`src/hdl/analog_output_control_cfg.svh`:
```
`ifndef ANALOG_OUTPUT_CONTROL_CFG_SVH
`define ANALOG_OUTPUT_CONTROL_CFG_SVH

// Register byte addresses
`define REG_LEVEL0 16'h03e8
`define REG_LEVEL1 16'h03ec
`define REG_SQ_ENABLE 16'hf05c
`define REG_PU_LEVEL0 16'h0100
`define REG_PU_LEVEL1 16'h0104
`define REG_PU_ENABLE 16'h0108
`define REG_STREAM_OUT 16'h010c
`define REG_STATUS 16'h0110

// Field positions
`define SQ_ENABLE_BIT 0
`define STREAM_EN_BIT 0
`define STREAM_TGT_BIT 1
`define STAT_RUN_BIT 0
`define STAT_SQ_BIT 1

// Reset values
`define PU_LEVEL_RST 32'h00000000
`define PU_ENABLE_RST 2'h3

// Timing
`define CLK_HZ 200000000
`define STARTUP_MS 100
`define SQ_FREQ_HZ 10
`define STARTUP_CYC (`CLK_HZ / 1000 * `STARTUP_MS)
`define SQ_HALF_CYC (`CLK_HZ / (2 * `SQ_FREQ_HZ))
`define CNT_W 25

// Converter and float constants
`define CODE_BITS 12
`define FULL_SCALE_F32 32'h40a00000
`define SQ_HIGH_F32 32'h40533333
`define ZERO_F32 32'h00000000
`define SCALE_Q16 32'h03330000
`define EXP_SHIFT_BASE 8'd165
`define EXP_MIN 8'd100

`endif

```
`src/hdl/analog_output_control_pkg.sv`:
```
`include "analog_output_control_cfg.svh"

package analog_output_control_pkg;

  typedef logic [`CODE_BITS-1:0] code_t;

  typedef enum logic {
    PH_FACTORY,
    PH_RUN
  } phase_t;

  typedef struct packed {
    phase_t phase;
    logic [`CNT_W-1:0] start_cnt;
    logic [1:0][31:0] level_f;
    logic [1:0][`CODE_BITS-1:0] code;
    logic [1:0] en;
    logic [1:0][31:0] pu_f;
    logic [1:0][`CODE_BITS-1:0] pu_code;
    logic [1:0] pu_en;
    logic [1:0] written;
    logic sq_on;
    logic sq_lvl;
    logic [`CNT_W-1:0] sq_cnt;
    logic [1:0] stream;
    logic pready;
    logic pslverr;
    logic [31:0] prdata;
    logic [`CODE_BITS-1:0] out_code0;
    logic [`CODE_BITS-1:0] out_code1;
    logic [1:0] out_en;
  } state_t;

endpackage : analog_output_control_pkg

```
`src/hdl/float_to_code.sv`:
```
`include "analog_output_control_cfg.svh"

module float_to_code
  import analog_output_control_pkg::*;
(
  input wire logic [31:0] value,   // Requested voltage, float32
  output logic [`CODE_BITS-1:0] code,  // Nearest converter code
  output logic [31:0] clamped      // Value to read back
);

  logic sign;
  logic [7:0] expo;
  logic [55:0] prod;
  logic [7:0] sh;
  logic [55:0] shifted;
  logic [13:0] half;
  logic [12:0] rounded;

  // Mantissa times codes-per-volt, then scaled by exponent with rounding
  always_comb begin
    sign = value[31];
    expo = value[30:23];
    prod = 56'({1'b1, value[22:0]}) * 56'(`SCALE_Q16);
    sh = 8'(`EXP_SHIFT_BASE - expo);
    shifted = prod >> sh;
    half = shifted[13:0] + 14'h1;
    rounded = half[13:1];
    code = '0;
    clamped = value;
    if (sign) begin
      clamped = `ZERO_F32;
    end else if (value >= `FULL_SCALE_F32) begin
      // Positive floats order like unsigned integers, so a plain compare works
      code = '1;
      clamped = `FULL_SCALE_F32;
    end else if (expo >= `EXP_MIN) begin
      code = (rounded > 13'({`CODE_BITS{1'b1}})) ? '1 : rounded[`CODE_BITS-1:0];
    end
  end

endmodule : float_to_code

```
`src/hdl/analog_output_control.sv`:
```
// Functional notes
// - Two independent output channels, zero to about five volts, 12 bit codes.
// - Per-channel float32 level register from address 1000, read/write, write sets output.
// - Writing above reach reads back the real full-scale voltage instead.
// - Power-up state configurable; factory default is both enabled at zero volts.
// - Factory state held about 100 ms after power-up, then user state applied.
// - Write 1 at 61532 starts 10 Hz 3.3 V square wave on second output; 0 stops.
// - Any write to the second channel level cancels the square wave.
// - Enabling stream-out aimed at the second output cancels the square wave.
`include "analog_output_control_cfg.svh"

module analog_output_control
  import analog_output_control_pkg::*;
#(
  parameter int STARTUP_CYC = `STARTUP_CYC,  // Factory hold after reset
  parameter int SQ_HALF_CYC = `SQ_HALF_CYC   // Half period of square wave
) (
  input wire logic clk,                       // 200 MHz clock
  input wire logic rst,                       // Async reset, active high
  input wire logic psel,                      // APB select
  input wire logic penable,                   // APB access phase
  input wire logic pwrite,                    // APB direction
  input wire logic [15:0] paddr,              // APB byte address
  input wire logic [31:0] pwdata,             // APB write data
  output logic [31:0] prdata,                 // APB read data
  output logic pready,                        // APB ready
  output logic pslverr,                       // APB error on unmapped address
  output logic [`CODE_BITS-1:0] out_code0,    // First channel converter code
  output logic [`CODE_BITS-1:0] out_code1,    // Second channel converter code
  output logic [1:0] out_enable               // Channel output enables
);

  localparam logic [`CNT_W-1:0] START_LAST = `CNT_W'(STARTUP_CYC - 1);
  localparam logic [`CNT_W-1:0] SQ_LAST = `CNT_W'(SQ_HALF_CYC - 1);

  localparam state_t RESET_STATE = '{
    phase: PH_FACTORY,
    start_cnt: '0,
    level_f: '0,
    code: '0,
    en: 2'h3,
    pu_f: {`PU_LEVEL_RST, `PU_LEVEL_RST},
    pu_code: '0,
    pu_en: `PU_ENABLE_RST,
    written: '0,
    sq_on: 1'b0,
    sq_lvl: 1'b0,
    sq_cnt: '0,
    stream: '0,
    pready: 1'b0,
    pslverr: 1'b0,
    prdata: '0,
    out_code0: '0,
    out_code1: '0,
    out_en: 2'h3
  };

  state_t r;
  state_t s;
  logic [`CODE_BITS-1:0] wr_code;
  logic [31:0] wr_clamped;
  logic [`CODE_BITS-1:0] sq_code;
  logic mapped;
  logic wr;
  logic ch;

  // Conversion of the bus write data, used by every level register
  float_to_code u_wr_conv (
    .value(pwdata),
    .code(wr_code),
    .clamped(wr_clamped)
  );

  // Constant conversion of the square wave high level
  float_to_code u_sq_conv (
    .value(`SQ_HIGH_F32),
    .code(sq_code),
    .clamped()
  );

  // Address decode; anything else answers with an error
  always_comb begin
    case (paddr)
      `REG_LEVEL0, `REG_LEVEL1, `REG_SQ_ENABLE, `REG_PU_LEVEL0, `REG_PU_LEVEL1,
      `REG_PU_ENABLE, `REG_STREAM_OUT, `REG_STATUS: begin
        mapped = 1'b1;
      end
      default: begin
        mapped = 1'b0;
      end
    endcase
  end

  // Next-state logic for the whole block
  always_comb begin
    s = r;
    ch = 1'b0;
    // One wait state: ready rises in the second access cycle, write lands there
    s.pready = psel & penable & ~r.pready;
    s.pslverr = 1'b0;
    s.prdata = '0;
    wr = psel & penable & r.pready & pwrite & mapped;

    if (s.pready) begin
      s.pslverr = ~mapped;
      if (!pwrite) begin
        case (paddr)
          `REG_LEVEL0: s.prdata = r.level_f[0];
          `REG_LEVEL1: s.prdata = r.level_f[1];
          `REG_PU_LEVEL0: s.prdata = r.pu_f[0];
          `REG_PU_LEVEL1: s.prdata = r.pu_f[1];
          `REG_PU_ENABLE: s.prdata = {30'h0, r.pu_en};
          `REG_STREAM_OUT: s.prdata = {30'h0, r.stream};
          `REG_STATUS: begin
            s.prdata[`STAT_RUN_BIT] = (r.phase == PH_RUN);
            s.prdata[`STAT_SQ_BIT] = r.sq_on;
          end
          default: s.prdata = '0;  // Write-only enable reads as zero
        endcase
      end
    end

    case (r.phase)
      PH_FACTORY: begin
        s.start_cnt = r.start_cnt + `CNT_W'(1);
        if (r.start_cnt == START_LAST) begin
          s.phase = PH_RUN;
          for (int i = 0; i < 2; i++) begin
            if (!r.written[i]) begin
              s.level_f[i] = r.pu_f[i];
              s.code[i] = r.pu_code[i];
              s.en[i] = r.pu_en[i];
            end
          end
        end
      end
      PH_RUN: begin
        s.start_cnt = r.start_cnt;
      end
      default: begin
        s.phase = PH_FACTORY;
      end
    endcase

    // Square wave timebase; free-runs only while the mode is on
    if (r.sq_on) begin
      if (r.sq_cnt == SQ_LAST) begin
        s.sq_cnt = '0;
        s.sq_lvl = ~r.sq_lvl;
      end else begin
        s.sq_cnt = r.sq_cnt + `CNT_W'(1);
      end
    end

    // Register writes; applied after the timer so software wins a tie
    if (wr) begin
      case (paddr)
        `REG_LEVEL0, `REG_LEVEL1: begin
          ch = paddr[2];
          s.level_f[ch] = wr_clamped;
          s.code[ch] = wr_code;
          s.en[ch] = 1'b1;
          // Remember early writes so the power-up load does not undo them
          if (r.phase == PH_FACTORY) begin
            s.written[ch] = 1'b1;
          end
          if (ch) begin
            s.sq_on = 1'b0;
          end
        end
        `REG_SQ_ENABLE: begin
          s.sq_on = pwdata[`SQ_ENABLE_BIT];
          s.sq_lvl = 1'b1;
          s.sq_cnt = '0;
        end
        `REG_PU_LEVEL0, `REG_PU_LEVEL1: begin
          ch = paddr[2];
          s.pu_f[ch] = wr_clamped;
          s.pu_code[ch] = wr_code;
        end
        `REG_PU_ENABLE: begin
          s.pu_en = pwdata[1:0];
        end
        `REG_STREAM_OUT: begin
          s.stream = pwdata[1:0];
          if (pwdata[`STREAM_EN_BIT] && pwdata[`STREAM_TGT_BIT]) begin
            s.sq_on = 1'b0;
          end
        end
        default: begin
          s.stream = s.stream;
        end
      endcase
    end

    if (s.phase == PH_FACTORY) begin
      s.out_code0 = '0;
      s.out_code1 = '0;
      s.out_en = 2'h3;
    end else begin
      s.out_code0 = s.code[0];
      s.out_en = s.en;
      if (s.sq_on) begin
        s.out_code1 = s.sq_lvl ? sq_code : '0;
        s.out_en[1] = 1'b1;
      end else begin
        s.out_code1 = s.code[1];
      end
    end
  end

  // Single state register; outputs are fields of it
  always_ff @(posedge clk or posedge rst) begin
    if (rst) begin
      r <= RESET_STATE;
    end else begin
      r <= s;
    end
  end

  assign prdata = r.prdata;
  assign pready = r.pready;
  assign pslverr = r.pslverr;
  assign out_code0 = r.out_code0;
  assign out_code1 = r.out_code1;
  assign out_enable = r.out_en;

endmodule : analog_output_control

```
`config.mk`:
```
export PLATFORM = sky130hd
export DESIGN_NAME = analog_output_control
export DESIGN_NICKNAME = d
export VERILOG_FILES = /design/src/hdl/analog_output_control_pkg.sv /design/src/hdl/float_to_code.sv /design/src/hdl/analog_output_control.sv
export VERILOG_INCLUDE_DIRS = /design/src /design/src/hdl
export SDC_FILE = /design/constraint.sdc
export NUM_CORES = 1
export LEC_CHECK = 0
export BUFFER_PORTS_ARGS = -buffer_cell sky130_fd_sc_hd__buf_2
export CAP_MARGIN = 0
export CELL_PAD_IN_SITES_DETAIL_PLACEMENT = 0
export CELL_PAD_IN_SITES_GLOBAL_PLACEMENT = 1
export CORE_AREA = 10 10 281 283
export CTS_BUF_LIST = sky130_fd_sc_hd__clkbuf_2 sky130_fd_sc_hd__clkbuf_4 sky130_fd_sc_hd__clkbuf_8
export CTS_CLUSTER_SIZE = 30
export DETAILED_ROUTE_END_ITERATION = 10
export DIE_AREA = 0 0 291 293
export PLACE_DENSITY_LB_ADDON = 0.25
export SLEW_MARGIN = 10
export SYNTH_ARGS = -nofsm -noshare
export SYNTH_HDL_FRONTEND = slang
export SYNTH_HIERARCHICAL = 1
export SYNTH_SLANG_ARGS = --single-unit
```
`constraint.sdc`:
```
create_clock -name clk -period 26.7 [get_ports clk]
set_clock_uncertainty 0.05 [all_clocks]
set_input_delay 4.005 -clock clk [delete_from_list [all_inputs] [get_ports clk]]
set_output_delay 4.005 -clock clk [all_outputs]
set_load 0.03 [all_outputs]
```
==> flow_metrics.py <==
metrics = {
    "run_status": {
        "outcome": "complete, no violations",
    },
    "global_route": {
        "grtUsageTotal_pct": 23.8,
        "grt_start_max_net_pins": 95,
        "grt_pass1_vias": 28200,
        "antenna_found_initial": 6,
        "grt_pass1_wl_um": 166000,
        "grt.overflow.total": 0,
    },
    "synthesis": {
        "yosys_warnings": 6,
        "netlist_instances": 3750,
        "avgSynthCellArea_um2": 8.65,
        "synthesis.area_um2": 32500,
    },
    "final_layout": {
        "final_nets": 4257,
        "finish.instance_area_um2": 34600,
        "drive_gt1_share_pct": 12.3,
        "n_fill_cell": 7375,
        "layout_commonest_cell": "inv_1",
        "multi_input_area_um2": 22900,
        "layout_common_cells": "353 x inv_1, 307 x nor2_1, 291 x dfrtp_1",
        "utilization_pct": 47.0,
        "seq_area_um2": 7440,
        "areaGrowthSynthToFinish_pct": 6.49,
    },
    "clocking": {
        "post_cts_resize_count": 0,
        "cts_inserted_buffers": 43,
        "clkLatencyLatePin_ns": 0.58,
        "clock-root-buffer": "clkbuf_8",
        "cts.sinks": 297,
        "clk_path_buf_depth": 3,
        "cts_max_level": 2,
        "cts_tree": "done",
        "cts.reportedPaths.clkPinSlew_ns": 0.07,
        "postCtsSetupBuffers": 0,
        "cts_hold_buf": 0,
    },
    "place": {
        "place_congestion": 0.927,
        "placed_area_um2": 33600,
        "dpl_worst_slack_ns": 13.68,
        "port_buffers": 112,
        "hpwl_um": 78800,
    },
    "critical_path": {
        "slowest_stage": "nor3_2",
        "reg2reg_setup_slack_ns": 23.28,
        "r2r-end": "out_code1[5]",
        "endpoint_kind": "flop",
        "r2r_cells": 7,
        "path_buf_inv": 3,
        "required_ns": 27.06,
        "worstSetupPathType": "primary input to flop",
        "cp_slowest_stage_delay_ns": 0.96,
        "path_max_fanout": 12,
        "cp_top_family": "adder cells",
        "reg2reg_from": "r[283]",
        "arrival_ns": 12.95,
        "crit_path_start_kind": "primary input",
    },
    "sta": {
        "setup_viol": 0,
        "finalMaxSlewViolations": 0,
        "fmax_ghz": 0.0794,
        "fin_ws_ns": 14.10,
        "min_period_over_period_pct": 47.2,
        "rsz0062_at_grt": "no",
        "final_period_minus_worst_setup_slack_ns": 12.60,
        "tightest_slew_ns": 1.23,
        "slew-limit-headroom_pct": 17.4,
        "finalSetupTns_ns": 0,
        "hold_viol_final": 0,
    },
    "min_path": {
        "min_to": "r[89]",
        "min_from": "r[89]",
        "hold_path_class": "flop to flop",
        "hold_depth": 1,
    },
    "drt": {
        "drt_iter0_drc": 2643,
        "drc": 0,
        "vias_per_cell": 6.00,
        "drt_pass1_iterations": 7,
        "antenna_left": 0,
        "wl_um": 104000,
        "dr_total_vias": 28900,
        "wl_per_cell_um": 21.6,
    },
    "pwr": {
        "power_frac_clock_pct": 10.1,
        "power.leakage_nw": 16.0,
        "p_sw_share_pct": 57.6,
        "p_per_area_nw_per_um2": 112,
        "peakVddDrop_mv": 0.0689,
        "p_int_w": 0.00164,
        "p_seq_share_pct": 12.0,
        "p_total_w": 0.00387,
        "power.net_switching_w": 0.00223,
        "pwr-share-comb_pct": 78.0,
    },
    "die": {
        "die_h_um": 293,
        "core_area_um2": 73600,
        "start_util_pct": 44.1,
        "die-area_um2": 85300,
        "rows": 100,
        "ios": 113,
        "die_x_um": 291,
    },
    "job": {
        "max-cap-violations": 0,
    },
}
[through the flow]
| stage | std cells | hold slack (ns) |
|---|---|---|
| after floorplan | 3896 | 0.384 |
| after global placement | 4740 | 0.405 |
| after detailed placement | 4740 | 0.411 |
| after CTS | 4817 | 0.425 |
| after global routing | 4818 | 0.434 |
| final | 4818 | 0.419 |
[power by group through the flow]
stage	Sequential [W]	Clock, W	Combinational [W]
floorplan	0.000471	0	0.00215
global placement	0.000472	0	0.00252
detailed placement	0.000472	0	0.00251
CTS	0.000464	0.000400	0.00252
global route	0.000465	0.000418	0.00330
finish	0.000464	0.000390	0.00302
[per-layer routing]
| metal | vias up | GRT usage [%] | part of all wire, % |
|---|---|---|---|
| met2 | 991 | 37.5 | 44 |
| li1 | 13600 | - | - |
| met5 | - | 0 | 0.046 |
| met3 | 152 | 3.01 | 6.3 |
| met1 | 14100 | 34.7 | 48 |
| met4 | 8 | 4.74 | 1.7 |
[worst max-delay path by stage]
stage,startpoint,to,slack [ns],cells past startpoint
after detailed placement,pwdata[1],out_code1[5],13.68,26
after global placement,pwdata[0],out_code1[5],13.77,28
after floorplan,rst,async pin,14.45,1
after global routing,pwdata[0],out_code1[0],13.79,28
final,pwdata[1],out_code1[5],14.10,26
after CTS,pwdata[1],out_code1[5],14.26,26
[area by class of cell]
class                           instances  area share, %
Antenna cell                            1        0.00724
Multi-Input combinational cell       2978           66.2
Sequential cell                       297           21.5
Clock inverter                          8          0.214
Tap cell                              969           3.51
Inverter                              355           3.88
Clock buffer                           69           2.46
Timing Repair Buffer                  141           2.25
Power figures use the tool's default switching activity.
